===== src/its_regs.svh =====
// What this block does
// - Shift in seven address bits, compare own
// - Address match sets flag, raises interrupt
// - Eighth bit stored as read-request flag
// - Matched address gets low ack, ninth slot
// - START is SDA fall, SCL high; busy
// - One interrupt: match, byte, time-out
// - Hold SCL low until data access
// - Bytes are eight bits, MSB first
// - Receiving: drive ack-to-send bit on ninth
// - Transmit nack releases SDA for STOP
// - Transmitting: record master ack bit
// - Slave never drives a START
// - Direction bit selects transmit or receive
// - Timer starts on match, restarts, stops
// - Time-out when count passes period
// - Time-out halts, clears enable, sets flag
// - Time-out resets status register and byte engine
// - Period is select plus one times 32
// - Time-out flag cleared only by zero write
// - Byte-done low while moving, set at end
// - STOP clears bus-busy flag
// - Glitch filter two or four clocks
`ifndef ITS_REGS_SVH
`define ITS_REGS_SVH

// ==========================================
// Register offsets
`define ITS_OFS_MODE    3'h0
`define ITS_OFS_STAT    3'h1
`define ITS_OFS_ADDR    3'h2
`define ITS_OFS_DATA    3'h3
`define ITS_OFS_TOC     3'h4

// ==========================================
// Reset values and fields
`define ITS_MODE_POR    8'he0
`define ITS_STAT_POR    8'h81
`define ITS_TOC_POR     8'h00
`define ITS_MODE_I2C    3'h6
`define ITS_TOC_EN_BIT  7
`define ITS_TOC_FLG_BIT 6

// ==========================================
// Timing counts
`define ITS_FLT_SHORT   3'h2
`define ITS_FLT_LONG    3'h4
`define ITS_PRE_LAST    5'h1f

`endif


===== src/its_pkg.sv =====
package its_pkg;

    typedef enum logic [2:0] {
        ST_IDLE,
        ST_ADDR,
        ST_AACK,
        ST_HOLD,
        ST_DATA,
        ST_DACK
    } its_state_e;

    // Status/control register, bit 7 down to bit 0
    typedef struct packed {
        logic byte_done_flag;
        logic address_match_flag;
        logic bus_busy_flag;
        logic transmit_direction_select;
        logic ack_to_send_bit;
        logic master_read_request_flag;
        logic wake_enable;
        logic ack_received_flag;
    } its_stat_s;

endpackage


===== src/its_slave.sv =====
`timescale 1ns/1ps
`default_nettype none
`include "its_regs.svh"

module its_slave
    import its_pkg::*;
(
    // Clock and reset
    input  wire logic       CLK,
    input  wire logic       RST,
    // Register port
    input  wire logic [2:0] ADDR,
    input  wire logic [7:0] WDATA,
    input  wire logic       WR,
    input  wire logic       RD,
    output logic      [7:0] RDATA,
    // Slow sub-clock for the time-out
    input  wire logic       SUB_CLK,
    // Bus lines, open drain
    input  wire logic       SCL_I,
    output logic            SCL_O,
    output logic            SCL_OE_N,
    input  wire logic       SDA_I,
    output logic            SDA_O,
    output logic            SDA_OE_N,
    // Module interrupt request
    output logic            IRQ
);

    // ==========================================
    // Registers
    logic [7:0] mode_q;
    logic [7:0] own_q;
    logic [7:0] data_q;
    logic [7:0] toc_q;
    its_stat_s  stat_q;
    its_state_e state_q;
    logic [7:0] shift_q;
    logic [3:0] cnt_q;
    logic [7:0] rdata_q;
    logic       irq_q;
    logic       scl_oe_n_q;
    logic       sda_oe_n_q;
    logic       line_o_q;

    logic       active;
    logic       wr_data;
    logic       rd_data;
    logic       wr_stat;
    logic       wr_toc;
    logic       is_tx;

    assign active  = mode_q[1] && !mode_q[4] &&
                     (mode_q[7:5] == `ITS_MODE_I2C);
    assign wr_data = WR && (ADDR == `ITS_OFS_DATA);
    assign rd_data = RD && (ADDR == `ITS_OFS_DATA);
    assign wr_stat = WR && (ADDR == `ITS_OFS_STAT);
    assign wr_toc  = WR && (ADDR == `ITS_OFS_TOC);
    assign is_tx   = stat_q.transmit_direction_select;

    // ==========================================
    // Pin synchronisers and glitch filters
    // Index 0 is SCL, index 1 is SDA
    logic [1:0] pin_raw;
    logic [1:0] s1_q;
    logic [1:0] s2_q;
    logic [1:0] flt_q;
    logic [1:0] prev_q;
    logic [2:0] fcnt_q [2];
    logic [2:0] flt_len;

    assign pin_raw = {SDA_I, SCL_I};
    // Code 00 is undefined; the short filter is the safer guess
    assign flt_len = (mode_q[3:2] == 2'h1 || mode_q[3:2] == 2'h0) ?
                     `ITS_FLT_SHORT : `ITS_FLT_LONG;

    genvar g;
    generate
        for (g = 0; g < 2; g = g + 1) begin : g_pin
            always_ff @(posedge CLK) begin
                if (RST) begin
                    s1_q[g]   <= 1'b1;
                    s2_q[g]   <= 1'b1;
                    flt_q[g]  <= 1'b1;
                    prev_q[g] <= 1'b1;
                    fcnt_q[g] <= 3'h0;
                end else begin
                    s1_q[g]   <= pin_raw[g];
                    s2_q[g]   <= s1_q[g];
                    prev_q[g] <= flt_q[g];
                    if (s2_q[g] == flt_q[g]) begin
                        fcnt_q[g] <= 3'h0;
                    end else if (fcnt_q[g] + 3'h1 >= flt_len) begin
                        flt_q[g]  <= s2_q[g];
                        fcnt_q[g] <= 3'h0;
                    end else begin
                        fcnt_q[g] <= fcnt_q[g] + 3'h1;
                    end
                end
            end
        end
    endgenerate

    logic scl_rise;
    logic scl_fall;
    logic start_evt;
    logic stop_evt;
    logic match_evt;
    logic done_evt;
    logic to_evt;
    logic sw_go;

    assign scl_rise  = active && flt_q[0] && !prev_q[0];
    assign scl_fall  = active && !flt_q[0] && prev_q[0];
    // SCL must be high before and after, so an edge on SCL
    // in the same cycle is never taken for a bus condition
    assign start_evt = active && flt_q[0] && prev_q[0] &&
                       !flt_q[1] && prev_q[1];
    assign stop_evt  = active && flt_q[0] && prev_q[0] &&
                       flt_q[1] && !prev_q[1];
    assign match_evt = (state_q == ST_ADDR) && scl_fall &&
                       (cnt_q == 4'h8) &&
                       (shift_q[7:1] == own_q[7:1]);
    assign done_evt  = (state_q == ST_DATA) && scl_fall &&
                       (cnt_q == (is_tx ? 4'h7 : 4'h8));
    assign sw_go     = (state_q == ST_HOLD) &&
                       ((wr_data && is_tx) ||
                        (rd_data && !is_tx));

    // ==========================================
    // Byte engine
    // The slave only ever pulls SDA inside a byte or ack slot, so
    // it can never form a START of its own
    always_ff @(posedge CLK) begin
        if (RST || to_evt || !active || stop_evt) begin
            state_q    <= ST_IDLE;
            cnt_q      <= 4'h0;
            shift_q    <= 8'h00;
            scl_oe_n_q <= 1'b1;
            sda_oe_n_q <= 1'b1;
        end else if (start_evt) begin
            state_q    <= ST_ADDR;
            cnt_q      <= 4'h0;
            scl_oe_n_q <= 1'b1;
            sda_oe_n_q <= 1'b1;
        end else begin
            case (state_q)
                ST_ADDR: begin
                    if (scl_rise) begin
                        shift_q <= {shift_q[6:0], flt_q[1]};
                        cnt_q   <= cnt_q + 4'h1;
                    end else if (scl_fall && cnt_q == 4'h8) begin
                        if (match_evt) begin
                            sda_oe_n_q <= 1'b0;
                            state_q    <= ST_AACK;
                        end else begin
                            state_q <= ST_IDLE;
                        end
                    end
                end
                ST_AACK: begin
                    if (scl_fall) begin
                        sda_oe_n_q <= 1'b1;
                        scl_oe_n_q <= 1'b0;
                        state_q    <= ST_HOLD;
                    end
                end
                ST_HOLD: begin
                    if (sw_go) begin
                        scl_oe_n_q <= 1'b1;
                        cnt_q      <= 4'h0;
                        state_q    <= ST_DATA;
                        if (is_tx) begin
                            shift_q    <= WDATA;
                            sda_oe_n_q <= WDATA[7];
                        end
                    end
                end
                ST_DATA: begin
                    if (is_tx) begin
                        if (scl_fall) begin
                            if (cnt_q == 4'h7) begin
                                sda_oe_n_q <= 1'b1;
                                state_q    <= ST_DACK;
                            end else begin
                                cnt_q      <= cnt_q + 4'h1;
                                shift_q    <= {shift_q[6:0], 1'b0};
                                sda_oe_n_q <= shift_q[6];
                            end
                        end
                    end else if (scl_rise) begin
                        shift_q <= {shift_q[6:0], flt_q[1]};
                        cnt_q   <= cnt_q + 4'h1;
                    end else if (done_evt) begin
                        sda_oe_n_q <= stat_q.ack_to_send_bit;
                        state_q    <= ST_DACK;
                    end
                end
                ST_DACK: begin
                    if (scl_fall) begin
                        sda_oe_n_q <= 1'b1;
                        if (is_tx && stat_q.ack_received_flag) begin
                            state_q <= ST_IDLE;
                        end else begin
                            scl_oe_n_q <= 1'b0;
                            state_q    <= ST_HOLD;
                        end
                    end
                end
                default: begin
                    state_q <= ST_IDLE;
                end
            endcase
        end
    end

    // ==========================================
    // Status and control flags
    always_ff @(posedge CLK) begin
        if (RST || to_evt) begin
            stat_q <= `ITS_STAT_POR;
        end else begin
            if (wr_stat) begin
                stat_q.transmit_direction_select <= WDATA[4];
                stat_q.ack_to_send_bit           <= WDATA[3];
                stat_q.wake_enable               <= WDATA[1];
            end
            if (!active) begin
                stat_q.byte_done_flag           <= 1'b1;
                stat_q.address_match_flag       <= 1'b0;
                stat_q.bus_busy_flag            <= 1'b0;
                stat_q.master_read_request_flag <= 1'b0;
                stat_q.ack_received_flag        <= 1'b1;
            end else begin
                if (wr_data || rd_data) begin
                    stat_q.byte_done_flag <= 1'b0;
                end
                if (start_evt) begin
                    stat_q.bus_busy_flag      <= 1'b1;
                    stat_q.byte_done_flag     <= 1'b0;
                    stat_q.address_match_flag <= 1'b0;
                end
                if (stop_evt) begin
                    stat_q.bus_busy_flag  <= 1'b0;
                    stat_q.byte_done_flag <= 1'b1;
                end
                if (match_evt) begin
                    stat_q.address_match_flag       <= 1'b1;
                    stat_q.master_read_request_flag <= shift_q[0];
                end
                if (done_evt) begin
                    stat_q.byte_done_flag <= 1'b1;
                end
                if (state_q == ST_DACK && is_tx && scl_rise) begin
                    stat_q.ack_received_flag <= flt_q[1];
                end
            end
        end
    end

    // ==========================================
    // Time-out counter
    logic [1:0] sub_sync_q;
    logic       sub_prev_q;
    logic [4:0] pre_q;
    logic [5:0] tcnt_q;
    logic       run_q;
    logic       tick;

    assign tick   = sub_sync_q[1] && !sub_prev_q &&
                    (pre_q == `ITS_PRE_LAST);
    assign to_evt = run_q && tick && !scl_fall &&
                    (tcnt_q == toc_q[5:0]);

    always_ff @(posedge CLK) begin
        if (RST) begin
            sub_sync_q <= 2'h0;
            sub_prev_q <= 1'b0;
            pre_q      <= 5'h00;
        end else begin
            sub_sync_q <= {sub_sync_q[0], SUB_CLK};
            sub_prev_q <= sub_sync_q[1];
            if (sub_sync_q[1] && !sub_prev_q) begin
                pre_q <= pre_q + 5'h01;
            end
        end
    end

    always_ff @(posedge CLK) begin
        if (RST || to_evt || stop_evt || !active) begin
            run_q  <= 1'b0;
            tcnt_q <= 6'h00;
        end else if (match_evt) begin
            run_q  <= toc_q[`ITS_TOC_EN_BIT];
            tcnt_q <= 6'h00;
        end else if (scl_fall) begin
            tcnt_q <= 6'h00;
        end else if (run_q && tick) begin
            tcnt_q <= tcnt_q + 6'h01;
        end
    end

    // ==========================================
    // Register file
    always_ff @(posedge CLK) begin
        if (RST) begin
            mode_q <= `ITS_MODE_POR;
            own_q  <= 8'h00;
        end else if (WR && ADDR == `ITS_OFS_MODE) begin
            mode_q <= {WDATA[7:1], 1'b0};
        end else if (WR && ADDR == `ITS_OFS_ADDR) begin
            own_q <= WDATA;
        end
    end

    always_ff @(posedge CLK) begin
        if (RST) begin
            data_q <= 8'h00;
        end else if (done_evt && !is_tx) begin
            // Eight rises have filled the shifter, MSB first
            data_q <= shift_q;
        end else if (wr_data) begin
            data_q <= WDATA;
        end
    end

    always_ff @(posedge CLK) begin
        if (RST) begin
            toc_q <= `ITS_TOC_POR;
        end else begin
            if (wr_toc) begin
                toc_q[7] <= WDATA[7];
                toc_q[5:0] <= WDATA[5:0];
                if (!WDATA[`ITS_TOC_FLG_BIT]) begin
                    toc_q[`ITS_TOC_FLG_BIT] <= 1'b0;
                end
            end
            // Set wins over a clear in the same cycle
            if (to_evt) begin
                toc_q[`ITS_TOC_EN_BIT]  <= 1'b0;
                toc_q[`ITS_TOC_FLG_BIT] <= 1'b1;
            end
        end
    end

    always_ff @(posedge CLK) begin
        if (RST || !RD) begin
            rdata_q <= 8'h00;
        end else if (ADDR == `ITS_OFS_MODE) begin
            rdata_q <= mode_q;
        end else if (ADDR == `ITS_OFS_STAT) begin
            rdata_q <= stat_q;
        end else if (ADDR == `ITS_OFS_ADDR) begin
            rdata_q <= own_q;
        end else if (ADDR == `ITS_OFS_DATA) begin
            rdata_q <= data_q;
        end else if (ADDR == `ITS_OFS_TOC) begin
            rdata_q <= toc_q;
        end else begin
            rdata_q <= 8'h00;
        end
    end

    always_ff @(posedge CLK) begin
        if (RST) begin
            irq_q    <= 1'b0;
            line_o_q <= 1'b0;
        end else begin
            irq_q    <= match_evt || done_evt || to_evt;
            line_o_q <= 1'b0;
        end
    end

    assign RDATA    = rdata_q;
    assign IRQ      = irq_q;
    assign SCL_O    = line_o_q;
    assign SDA_O    = line_o_q;
    assign SCL_OE_N = scl_oe_n_q;
    assign SDA_OE_N = sda_oe_n_q;

    // ==========================================
    // Assertions
    property p_start_busy;
        @(posedge CLK) disable iff (RST)
        start_evt && !to_evt |=> stat_q.bus_busy_flag &&
                                 !stat_q.byte_done_flag;
    endproperty
    a_start_busy: assert property (p_start_busy)
        else $error("START did not set busy");

    property p_stop_free;
        @(posedge CLK) disable iff (RST)
        stop_evt |=> !stat_q.bus_busy_flag && state_q == ST_IDLE;
    endproperty
    a_stop_free: assert property (p_stop_free)
        else $error("STOP did not free the bus");

    property p_match;
        @(posedge CLK) disable iff (RST)
        match_evt && !to_evt |=> stat_q.address_match_flag && irq_q &&
            !SDA_OE_N && stat_q.master_read_request_flag ==
            $past(shift_q[0]);
    endproperty
    a_match: assert property (p_match)
        else $error("address match effects missing");

    property p_hold;
        @(posedge CLK) disable iff (RST)
        state_q == ST_HOLD && !sw_go && active && !stop_evt &&
        !start_evt && !to_evt |=> !SCL_OE_N;
    endproperty
    a_hold: assert property (p_hold)
        else $error("SCL released while waiting");

    property p_timeout;
        @(posedge CLK) disable iff (RST)
        to_evt |=> !toc_q[7] && toc_q[6] && irq_q && !run_q &&
                   stat_q == `ITS_STAT_POR && SCL_OE_N && SDA_OE_N;
    endproperty
    a_timeout: assert property (p_timeout)
        else $error("time-out effects missing");

    property p_flag_sticky;
        @(posedge CLK) disable iff (RST)
        toc_q[6] && !(wr_toc && !WDATA[6]) |=> toc_q[6];
    endproperty
    a_flag_sticky: assert property (p_flag_sticky)
        else $error("time-out flag lost");

    property p_nack_release;
        @(posedge CLK) disable iff (RST)
        state_q == ST_DACK && is_tx && stat_q.ack_received_flag &&
        scl_fall && !to_evt |=> SDA_OE_N && state_q == ST_IDLE;
    endproperty
    a_nack_release: assert property (p_nack_release)
        else $error("SDA held after nack");

    property p_rx_ack;
        @(posedge CLK) disable iff (RST)
        done_evt && !is_tx && !to_evt && !stop_evt |=>
            SDA_OE_N == $past(stat_q.ack_to_send_bit) ##1
            stat_q.byte_done_flag || !active;
    endproperty
    a_rx_ack: assert property (p_rx_ack)
        else $error("ack-to-send not driven");

endmodule
`default_nettype wire


===== config.mk =====
export PLATFORM = sky130hd
export DESIGN_NAME = its_slave
export DESIGN_NICKNAME = d
export VERILOG_FILES = /design/src/its_pkg.sv /design/src/its_slave.sv
export VERILOG_INCLUDE_DIRS = /design/src /design/src/src
export SDC_FILE = /design/constraint.sdc
export NUM_CORES = 1
export LEC_CHECK = 0
export BUFFER_PORTS_ARGS = -buffer_cell sky130_fd_sc_hd__buf_4
export CAP_MARGIN = 5
export CORE_MARGIN = 1.5
export CORE_UTILIZATION = 35
export DETAILED_ROUTE_END_ITERATION = 10
export GPL_TIMING_DRIVEN = 0
export HOLD_SLACK_MARGIN = 0.15
export PLACE_DENSITY = 0.64
export SLEW_MARGIN = 20
export SYNTH_ARGS = -nofsm -noshare
export SYNTH_HDL_FRONTEND = slang
export SYNTH_SLANG_ARGS = --single-unit
export TNS_END_PERCENT = 5

===== constraint.sdc =====
create_clock -name CLK -period 1.7 [get_ports CLK]
set_input_delay 0.085 -clock CLK [delete_from_list [all_inputs] [get_ports CLK]]
set_output_delay 0.085 -clock CLK [all_outputs]
set_load 0.02 [all_outputs]

==> out/qor.yml, run 1 <==
rows: 42
numPortBuffers: 23
setup.worst_path.end_class: "flip-flop"
p_leak_uw: 0.002298
dp_slack_ns: -0.5416
cts_num_sinks: 94
drt-vias-per-instance: 5.507
p_comb_share_pct: 9.3
grt_max_degree: 17
nNetsFinal: 621
multi_input_area_mm2: 0.003067
gr-usage-all-layers_pct: 18.90
ir_worst_vdd_mv: 0.5204
dieArea_mm2: 0.01453
synth_cells: 527
path_delay_family: "simple AND/OR/NAND/NOR gates"
fin_tns_setup_ns: -3.777
clkSlewWorstSetupHoldPaths_ns: 0.07
routedWlPerCell_um: 17.49
path_cells: "ha_4 -> and3_4 -> ha_4 -> nand3_4 -> nor4_4 -> a2111o_1 -> a21oi_1 -> a22o_1"
p_int_uw: 3711
vias: 4257
slowest_delay_ns: 0.36
slew_viol_final: 0
cts_buffer_depth: 2
finalClockSkew_ns: 0.01043
post-route-period-util_pct: 111.4
cp_num_buf_inv: 0
grt_overflow: 0
diodes: 0
p_sw_uw: 1216
hp-class: "in -> reg"
drive_gt1_share_pct: 28.64
status: "finished with violations"
pwr_density_cell_mw_per_mm2: 792.2
ys_ff_latch: 94
nFillCells: 1278
setup_violations: 37
synth_edf_count: 6
ant_nets: 0
crit_path_frequent_cell: "ha_4"
start_util_pct: 36.23
hold_violations: 0
ys_warn_count: 0
cts_root_buf: "clkbuf_16"
syn_avg_cell_area_um2: 9.176
p_seq_share_pct: 46.8
grt_pass1_wl_mm: 21.07
die_w_um: 120.5
remaining_drc_errors: 0
cts_buffers: 9
core-area_mm2: 0.01335
critPathLaunchType: "flip-flop"
fin_util_pct: 46.60
first_pass_iters: 5
seqCellArea_mm2: 0.001958
worstMarginPinSlew_ns: 0.7789
antenna_found_initial: 0
gp_congestion: 0.9056
switching_share_pct: 24.68
cp_slowest_cell: "dfxtp_4"
yosysSeqAreaShare_pct: 40.16
failed_checks: "negative setup slack"
setup_slack_ns: -0.1934
yosysUniqueCellTypes: 79
fp.dieH_um: 120.5
critPathMaxFanout: 3
drt_iter0_drc: 346
synthFlopType: "dfxtp_1"
post-route-min-period_ns: 1.893
arrival_ns: 2.14
max_freq_mhz: 528.1
cts_tree: "built"
clock_latency_ns: 0.36
async_flop_share_pct: 0
syn_to_final_growth_pct: 28.62
synthesis.area_mm2: 0.004836
path_class: "reg -> reg"
crit_required_ns: 1.94
io_pins: 31
grt_pass1_vias: 3953
cts.htree.levels: 3
cap_violations: 0
worst_slew_margin_rel_pct: 47.69
wl_mm: 13.52
rsz0062_at_grt: "true"
pwr-share-clk_pct: 43.8
detailed_place_hpwl_mm: 9.732
## metal layers
metal	share of wire (%)	GRT usage, %
met1	46	26.22
met5	0	0
met4	2.6	8.750
met3	6.2	2.925
met2	45	28.84
## final cells by class
cell class / instances / share of cell area [%]
clock inverter: 6 / 1.046
buffer: 26 / 3.239
inverter: 12 / 0.7644
clock buffer: 10 / 4.023
tap: 176 / 3.541
multi-input combinational: 401 / 49.31
timing repair buffer: 48 / 6.598
sequential: 94 / 31.48
## sequential cells by signal (all words and copies together) (netlist names), 2 cells and up
| name | cells |
|---|---|
| sub_sync_q | 2 |
| toc_q | 8 |
| s2_q | 2 |
| RDATA | 8 |
| mode_q | 7 |
| cnt_q | 4 |
| fcnt_q | 6 |
| s1_q | 2 |
| shift_q | 8 |
| pre_q | 5 |
| data_q | 8 |
| flt_q | 2 |
| stat_q | 7 |
| prev_q | 2 |
| state_q | 3 |
| own_q | 8 |
| tcnt_q | 6 |
## cells in the final DEF, fill, tap and decap left out, types with 4 or more instances in the layout
master | netlist | final
a211o_1 | 5 | 5
a211oi_2 | 1 | 5
a21boi_0 | 4 | 4
a21oi_1 | 30 | 22
a21oi_2 | 0 | 8
a22oi_1 | 17 | 16
a2bb2oi_1 | 7 | 7
and2_1 | 9 | 7
and2_4 | 1 | 4
and3_1 | 5 | 4
buf_4 | 5 | 37
buf_6 | 6 | 9
clkbuf_1 | 9 | 8
clkbuf_16 | 0 | 10
conb_1 | 2 | 8
dfxtp_1 | 88 | 79
dfxtp_2 | 0 | 7
dlygate4sd3_1 | 0 | 12
edfxtp_1 | 6 | 6
ha_1 | 11 | 6
ha_4 | 0 | 4
inv_1 | 10 | 9
mux2_2 | 4 | 4
mux2i_1 | 28 | 28
nand2_1 | 37 | 34
nand2b_1 | 7 | 6
nand3_1 | 16 | 13
nand4_1 | 8 | 8
nor2_1 | 59 | 52
nor2_2 | 0 | 6
nor2b_1 | 9 | 7
nor3_1 | 15 | 14
o21ai_0 | 19 | 16
o22a_1 | 4 | 4
or2_2 | 8 | 8
xnor2_1 | 10 | 10
xor2_1 | 15 | 13
## kinds of logic (layout without fill, tap and decap cells)
kind of cell / count (synthesis) / after routing / synth area share, %
flops: 94 / 94 / 40.16
xor+xnor: 25 / 25 / 4.528
compound gates: 117 / 117 / 17.26
simple gates: 208 / 208 / 23.70
other cells: 2 / 8 / 0.1553
buf+inv: 38 / 102 / 4.631
fa+ha+maj: 11 / 11 / 2.846
mux: 32 / 32 / 6.727
## worst reg2reg max path, cell delays in order, from the launching register on
cell and delay [ns]:
dfxtp_4 0.36, ha_4 0.13, and3_4 0.19, ha_4 0.13, nand3_4 0.07, nor4_4 0.33
a2111o_1 0.32, a21oi_1 0.07, a22o_1 0.18
## cells in the mapped netlist (all sizes together) (12+ instances only)
| master | count | area (um^2) |
|---|---|---|
| a22oi | 17 | 127.6 |
| nor2 | 59 | 221.5 |
| xor2 | 15 | 131.4 |
| nand3 | 18 | 100.1 |
| nand2 | 38 | 150.1 |
| nor3 | 15 | 75.07 |
| dfxtp | 88 | 1762 |
| inv | 12 | 47.55 |
| o21ai | 21 | 108.9 |
| a21oi | 30 | 150.1 |
| mux2i | 28 | 280.3 |
| buf | 15 | 123.9 |
## power groups by stage
stage	Clock, uW	Combinational [uW]	Sequential, uW
2_1_floorplan	0	249	2350
3_3_place_gp	0	361	2350
3_5_place_dp	0	367	2360
4_1_cts	2190	399	2300
5_1_grt	2270	500	2310
6_report	2160	460	2310
## per-stage QoR
stage	power, uW	area [um^2]	cells	hold WS, ns
2_1_floorplan	2598	4892	533	0.1888
3_3_place_gp	2715	5285	732	0.2735
3_5_place_dp	2723	5285	732	0.2728
4_1_cts	4889	5906	767	0.1617
5_1_grt	5076	6220	773	0.1655
6_report	4927	6220	773	0.1593
## what timing repair did
| action | CTS | global route |
|---|---|---|
| endpoints found under the setup margin | 51 | 50 |
| gates resized for setup | 33 | 57 |
| setup buffers | 7 | 6 |
| hold buffers | 12 | 0 |
| cloned | 0 | 0 |
| hold endpoints to repair | 34 | 0 |
| pin swaps | 26 | 26 |
## final timing paths
path	start	endpoint	slack (ns)	cells after the start
min reg2reg	s1_q[0]	s2_q[0]	0.41	1
max reg2reg	pre_q[1]	state_q[1]	-0.19	8
min	RST	toc_q[7]	0.16	3
max	pre_q[1]	state_q[1]	-0.19	8
Power figures use the tool's default switching activity.
==> run 2, diff against run 1 <==
--- a/config.mk
+++ b/config.mk
@@ -6,14 +6,13 @@
 export SDC_FILE = /design/constraint.sdc
 export NUM_CORES = 1
 export LEC_CHECK = 0
-export BUFFER_PORTS_ARGS = -buffer_cell sky130_fd_sc_hd__buf_4
 export CAP_MARGIN = 5
-export CORE_MARGIN = 1.5
 export CORE_UTILIZATION = 35
 export DETAILED_ROUTE_END_ITERATION = 10
+export DONT_BUFFER_PORTS = 1
 export GPL_TIMING_DRIVEN = 0
 export HOLD_SLACK_MARGIN = 0.15
-export PLACE_DENSITY = 0.64
+export PLACE_DENSITY = 0.62
 export SLEW_MARGIN = 20
 export SYNTH_ARGS = -nofsm -noshare
 export SYNTH_HDL_FRONTEND = slang
==> out/qor.yml, run 2 (synthesis results as in run 1) <==
status: "finished with violations"
failed_checks: "negative setup slack"
ff2ff_path_depth: 6  # -2
reg2reg_setup_slack_ns: -0.19  # about the same
dieArea_mm2: 0.01429  # -1.7%
cts_buffer_depth: 2  # unchanged
cts.htree.levels: 3  # unchanged
wl_mm: 13.70  # +1.3%
gp_congestion: 0.9089  # +0.36%
place_inst: 709  # -3.1%
die_w_um: 119.5  # -0.83%
fp.dieH_um: 119.5  # -0.83%
drive_gt1_share_pct: 22.92  # -5.7 points
hold_violations: 0  # unchanged
grt_pass1_vias: 3978  # +0.63%
ir_worst_vdd_mv: 0.5191  # -0.25%
cp_slowest_cell: "and4bb_4"
p_leak_uw: 0.002178  # -5.2%
cap_violations: 0  # unchanged
max_freq_mhz: 528.3  # about the same
arrival_ns: 2.14  # about the same
place_area_mm2: 0.005112  # -3.3%
detailed_place_hpwl_mm: 9.797  # +0.67%
grt_max_degree: 17  # unchanged
post-route-period-util_pct: 111.3  # about the same
numPortBuffers: 0  # -100%
drt_iter0_drc: 391  # +13%
rsz0062_at_grt: "true"
cts_tree: "built"
remaining_drc_errors: 0  # unchanged
path_cells: "and4bb_4 -> nand4_1 -> a221oi_4 -> a21oi_1 -> and2_1 -> o311a_1"
final_cell_mix: "dfxtp_1 (79), nor2_1 (53), nand2_1 (37)"
hp-start: "ADDR[0]"
first_pass_iters: 5  # unchanged
gr-usage-all-layers_pct: 19.64  # +0.74 points
layout_commonest_cell: "dfxtp_1"
diodes: 0  # unchanged
stdcell_count: 752  # -2.7%
slowest_delay_ns: 0.41  # +0.05 ns
r2r_end: "state_q[0]"
ant_nets: 0  # unchanged
fin_tns_setup_ns: -4.098  # -0.3210 ns
path_class: "reg -> reg"
critPathMaxFanout: 4  # +1
critPathLaunchType: "flip-flop"
grt_overflow: 0  # unchanged
cts_buffers: 9  # unchanged
core-area_mm2: 0.01335  # unchanged
worst_slew_margin_rel_pct: 49.21  # +1.5 points
setup.worst_path.end_class: "flip-flop"
holdPathStages: 4  # +1
worstMarginPinSlew_ns: 0.7561  # -0.02273 ns
crit-reg2reg-launch: "mode_q[5]"
grt_pass1_wl_mm: 21.30  # +1.1%
post-route-min-period_ns: 1.893  # -0.0006800 ns
hp-class: "in -> reg"
setup_slack_ns: -0.1928  # +0.0006800 ns
slew_viol_final: 0  # unchanged
antenna_found_initial: 0  # unchanged
setup_violations: 41  # +11%
hold_end: "RDATA[6]"
crit_required_ns: 1.95  # about the same
drt-vias-per-instance: 5.533  # +0.47%
start_util_pct: 36.23  # unchanged
finalClockSkew_ns: 0.01212  # +0.001694 ns
cts_num_sinks: 94  # unchanged
p_total_uw: 4807  # -2.4%
nNetsFinal: 600  # -3.4%
pwr_density_cell_mw_per_mm2: 801.0  # +1.1%
io_pins: 31  # unchanged
syn_to_final_growth_pct: 24.09
clock_latency_ns: 0.36  # about the same
fin_area_mm2: 0.006001  # -3.5%
vias: 4161  # -2.3%
cts_root_buf: "clkbuf_16"
clkSlewWorstSetupHoldPaths_ns: 0.07  # about the same
routedWlPerCell_um: 18.22  # +4.1%
rows: 42  # unchanged
==> run 2: changes by cell type in the layout (fill, tap and decap cells not counted), sizes merged <==
cell | before | now
buf | 52 | 29
clkbuf | 20 | 22
dlygate4sd3 | 12 | 14
bufinv | 1 | 0
clkinv | 2 | 1
==> run 2: worst max-delay path: cells and delay by family, from the launching register on <==
| kind | cells | cell delay, ns |
|---|---|---|
| AND/OR/NAND/NOR | 3 | 0.78 |
| flip-flops | 1 | 0.34 |
| AO/OA/AOI/OAI | 3 | 0.64 |
==> run 2: worst max path at each step <==
stage | start | endpoint | cells past startpoint
after global placement | shift_q[3] | run_q | 5
after CTS | pre_q[0] | state_q[1] | 8
after floorplan | pre_q[0] | state_q[1] | 8
after global routing | pre_q[0] | state_q[1] | 8
after detailed placement | pre_q[0] | is_tx | 8
final | mode_q[5] | state_q[0] | 6
==> run 2: area by class of cell <==
| class | instances | area, um^2 |
|---|---|---|
| Clock buffer | 12 | 267.8 |
| Fill cell | 1293 | 7347 |
| Inverter | 12 | 47.55 |
| Buffer | 26 | 201.4 |
| Timing Repair Buffer | 27 | 254.0 |
| Multi-Input combinational cell | 401 | 3023 |
| Tap cell | 176 | 220.2 |
| Sequential cell | 94 | 1953 |
| Clock inverter | 4 | 33.78 |
==> run 2: metrics by stage <==
step           hold WS (ns)  setup slack [ns]  utilization (%)
4_1_cts              0.1576           -0.2377            42.65
6_report             0.1718           -0.1928            44.96
3_5_place_dp         0.1909           -0.5168            38.30
3_3_place_gp         0.1921           -0.5473            38.30
2_1_floorplan        0.1888          -0.01453                -
5_1_grt              0.2052           -0.2571            44.96
==> run 2: layer usage <==
layer  wire length (um)  global-route usage (%)  vias to the layer above
li1                   -                       -                     1966
met1               6246                   26.44                     2029
met2               6190                   28.79                      136
met3                783                   4.468                       30
met4                476                   11.09                        0
met5                  0                       0                        -
==> run 2: repair_timing <==
item                                    in CTS  in global routing
endpoints found under the hold margin       46                  0
hold buffers                                14                  0
pin swaps                                   20                 23
resized for setup                           25                 47
endpoints found under the setup margin      51                 51
setup buffers                                4                  9
==> run 2: power breakdown <==
group	switching [uW]	internal [uW]
logic	236	182
registers	44.6	2270
clock network	936	1140
==> run 3, diff against run 2 <==
--- a/config.mk
+++ b/config.mk
@@ -6,6 +6,7 @@
 export SDC_FILE = /design/constraint.sdc
 export NUM_CORES = 1
 export LEC_CHECK = 0
+export ABC_AREA = 1
 export CAP_MARGIN = 5
 export CORE_UTILIZATION = 35
 export DETAILED_ROUTE_END_ITERATION = 10
==> out/qor.yml, run 3 <==
pwr_density_cell_mw_per_mm2: 825.6  # +3.1%
max_freq_mhz: 547.9  # +3.7%
remaining_drc_errors: 0  # unchanged
die_w_um: 120.5  # +0.80%
holdPathStages: 5  # +1
drive_gt1_share_pct: 17.40  # -5.5 points
ant_nets: 0  # unchanged
path_class: "reg -> reg"
numPortBuffers: 0  # unchanged
fp.dieH_um: 120.5  # +0.80%
async_flop_share_pct: 0  # unchanged
cap_violations: 0  # unchanged
layout_commonest_cell: "nand2_1"
cts_num_sinks: 94  # unchanged
post-route-min-period_ns: 1.825  # -0.06756 ns
post-route-period-util_pct: 107.4  # -4.0 points
rsz0062_at_grt: "true"
grt_pass1_wl_mm: 22.34  # +4.9%
nFillCells: 1404  # +8.6%
vias: 4738  # +14%
synth_edf_count: 6  # unchanged
p_comb_share_pct: 6.8  # -1.9 points
ff2ff_path_depth: 12  # +6
routedWlPerCell_um: 15.53  # -15%
p_int_uw: 3785  # +5.5%
grt_overflow: 0  # unchanged
cts_buffers: 9  # unchanged
reg2reg_setup_slack_ns: -0.13  # +0.07 ns
antenna_found_initial: 3  # +3
p_leak_uw: 0.002511  # +15%
drt_iter0_drc: 450  # +15%
failed_checks: "negative setup slack"
cts_buffer_depth: 2  # unchanged
synth_most_common_cell: "nand2_1"
r2r_end: "shift_q[3]"
dp_slack_ns: -0.3535  # +0.1632 ns
yosysSeqAreaShare_pct: 39.51  # -0.64 points
setup_slack_ns: -0.1252  # +0.06756 ns
synth_cells: 701  # +33%
gr-usage-all-layers_pct: 20.14  # +0.50 points
gp_congestion: 0.9411  # +3.5%
switching_share_pct: 23.91  # -1.4 points
critPathMaxFanout: 5  # +1
cts_root_buf: "clkbuf_16"
hold_end: "stat_q[7]"
io_pins: 31  # unchanged
pwr-share-clk_pct: 46.5  # +3.4 points
status: "finished with violations"
dieArea_mm2: 0.01452  # +1.6%
p_sw_uw: 1189  # -2.3%
synth_top_cell_by_area: "dfxtp_1"
cts.htree.levels: 3  # unchanged
syn_avg_cell_area_um2: 7.011  # -24%
synthFlopType: "dfxtp_1"
grt_max_degree: 17  # unchanged
setup_violations: 38  # -7.3%
worstMarginPinSlew_ns: 0.5794  # -0.1767 ns
wl_mm: 14.44  # +5.4%
nNetsFinal: 777  # +30%
hp-class: "in -> reg"
ys_top_cells_by_area: "dfxtp_1 (36%), nand2_1 (11%), inv_1 (6.7%)"
setup.worst_path.end_class: "flip-flop"
clkSlewWorstSetupHoldPaths_ns: 0.07  # about the same
synthTopCellsByCount: "nand2_1 (141), dfxtp_1 (88), inv_1 (88), nor2_1 (80), o21ai_0 (53)"
finalClockSkew_ns: 0.008252  # -0.003871 ns
ir_worst_vdd_mv: 0.4967  # -4.3%
start_util_pct: 36.53  # +0.30 points
hold_violations: 0  # unchanged
p_seq_share_pct: 46.8  # -1.4 points
final_cell_mix: "nand2_1 (134), inv_1 (85), dfxtp_1 (81)"
drt-vias-per-instance: 5.095  # -7.9%
hp-start: "ADDR[0]"
fin_area_mm2: 0.006026  # +0.42%
slew_viol_final: 0  # unchanged
ys_warn_count: 0  # unchanged
critPathLaunchType: "flip-flop"
synth_top_area_share_pct: 35.85  # -0.58 points
yosysUniqueCellTypes: 43  # -46%
crit-reg2reg-launch: "pre_q[1]"
place_area_mm2: 0.005201  # +1.7%
worst_slew_margin_rel_pct: 61.37  # +12 points
arrival_ns: 2.07  # -0.07 ns
crit_required_ns: 1.95  # about the same
first_pass_iters: 6  # +1
ys_ff_latch: 94  # unchanged
core-area_mm2: 0.01345  # +0.79%
detailed_place_hpwl_mm: 10.51  # +7.3%
cts_tree: "built"
syn_to_final_growth_pct: 22.61
rows: 42  # unchanged
clock_latency_ns: 0.35  # about the same
synthesis.area_mm2: 0.004915  # +1.6%
grt_pass1_vias: 4242  # +6.6%
[run 3: cell types whose count changed in the layout (fill, tap and decap cells not counted), moves of 20 or more]
cell and delta:
nand2_1 +97, o21ai_0 +30, mux2i_1 -27, nand3_1 +21, inv_1 +75, nor2_1 +20
[run 3: worst max-delay path by stage]
| stage | endpoint | slack [ns] | start | cells after the start |
|---|---|---|---|---|
| 2_1_floorplan | fcnt_q[1][2] | -0.01 | fcnt_q[1][0] | 10 |
| 3_3_place_gp | tcnt_q[2] | -0.33 | mode_q[5] | 9 |
| 3_5_place_dp | tcnt_q[5] | -0.35 | mode_q[6] | 8 |
| 4_1_cts | fcnt_q[1][2] | -0.18 | fcnt_q[1][0] | 10 |
| 5_1_grt | shift_q[2] | -0.26 | pre_q[1] | 12 |
| 6_report | shift_q[3] | -0.13 | pre_q[1] | 12 |
[run 3: critical path, cell delays in order, from the launching register on]
cell and delay [ns]:
dfxtp_2 0.36, ha_4 0.15, inv_2 0.04, nor3_4 0.10
ha_2 0.21, nand3_4 0.09, nor3_4 0.17, nand3_4 0.15
nand2_4 0.13, nor2_4 0.08, buf_6 0.15, o21ai_2 0.05
nor2_1 0.05
[run 3: per-layer routing]
layer / vias up / global-route usage, % / routed length, um
met5: - / 0 / 25
li1: 2380 / - / -
met3: 26 / 4.387 / 1177
met2: 174 / 30.71 / 6393
met1: 2154 / 27.90 / 6508
met4: 4 / 7.022 / 338
[run 3: power by group through the flow]
stage,Combinational [uW],Sequential (uW),Clock [uW]
after floorplan,196,2360,0
after global placement,250,2370,0
after detailed placement,255,2380,0
after CTS,315,2320,2340
after global routing,372,2330,2430
final,337,2330,2310
[run 3: kinds of logic (layout without fill, tap and decap cells)]
logic type               after synthesis  count (layout)  synth area share [%]
flip-flops                            94              94                 39.51
XOR/XNOR                              17              17                 3.030
buffers and inverters                119             164                 9.700
AO/OA/AOI/OAI                        151             151                 17.11
other                                  2               9                0.1528
AND/OR/NAND/NOR                      307             308                 27.70
adder cells (fa/ha/maj)               11              11                 2.800
[run 3: stage by stage]
| stage | total power, uW | std cells | utilization, % | setup TNS [ns] | hold slack, ns |
|---|---|---|---|---|---|
| 2_1_floorplan | 2555 | 707 | - | -0.03289 | 0.1888 |
| 3_3_place_gp | 2625 | 883 | 38.66 | -7.274 | 0.1918 |
| 3_5_place_dp | 2630 | 883 | 38.66 | -7.883 | 0.1918 |
| 4_1_cts | 4978 | 920 | 42.93 | -4.308 | 0.1558 |
| 5_1_grt | 5137 | 929 | 44.77 | -7.762 | 0.1988 |
| 6_report | 4975 | 930 | 44.79 | -2.639 | 0.1860 |
[run 3: final cells by class]
cell class,instances,area [um^2],area share (%)
diodes,1,2.502,0.04153
plain buffers,18,105.1,1.744
clock buffers,10,250.2,4.153
clock inverters,6,88.84,1.474
inverters,101,385.4,6.395
multi-input cells,495,2758,45.76
flip-flops and latches,94,1951,32.37
well taps,176,220.2,3.654
repair buffers,29,265.3,4.402
[run 3: repair_timing]
action	in CTS	in global routing
cloned	1	1
pin swaps	6	12
buffers inserted	4	8
hold buffers	16	0
resized for setup	13	56
hold endpoints to repair	63	0
setup endpoints to repair	37	61
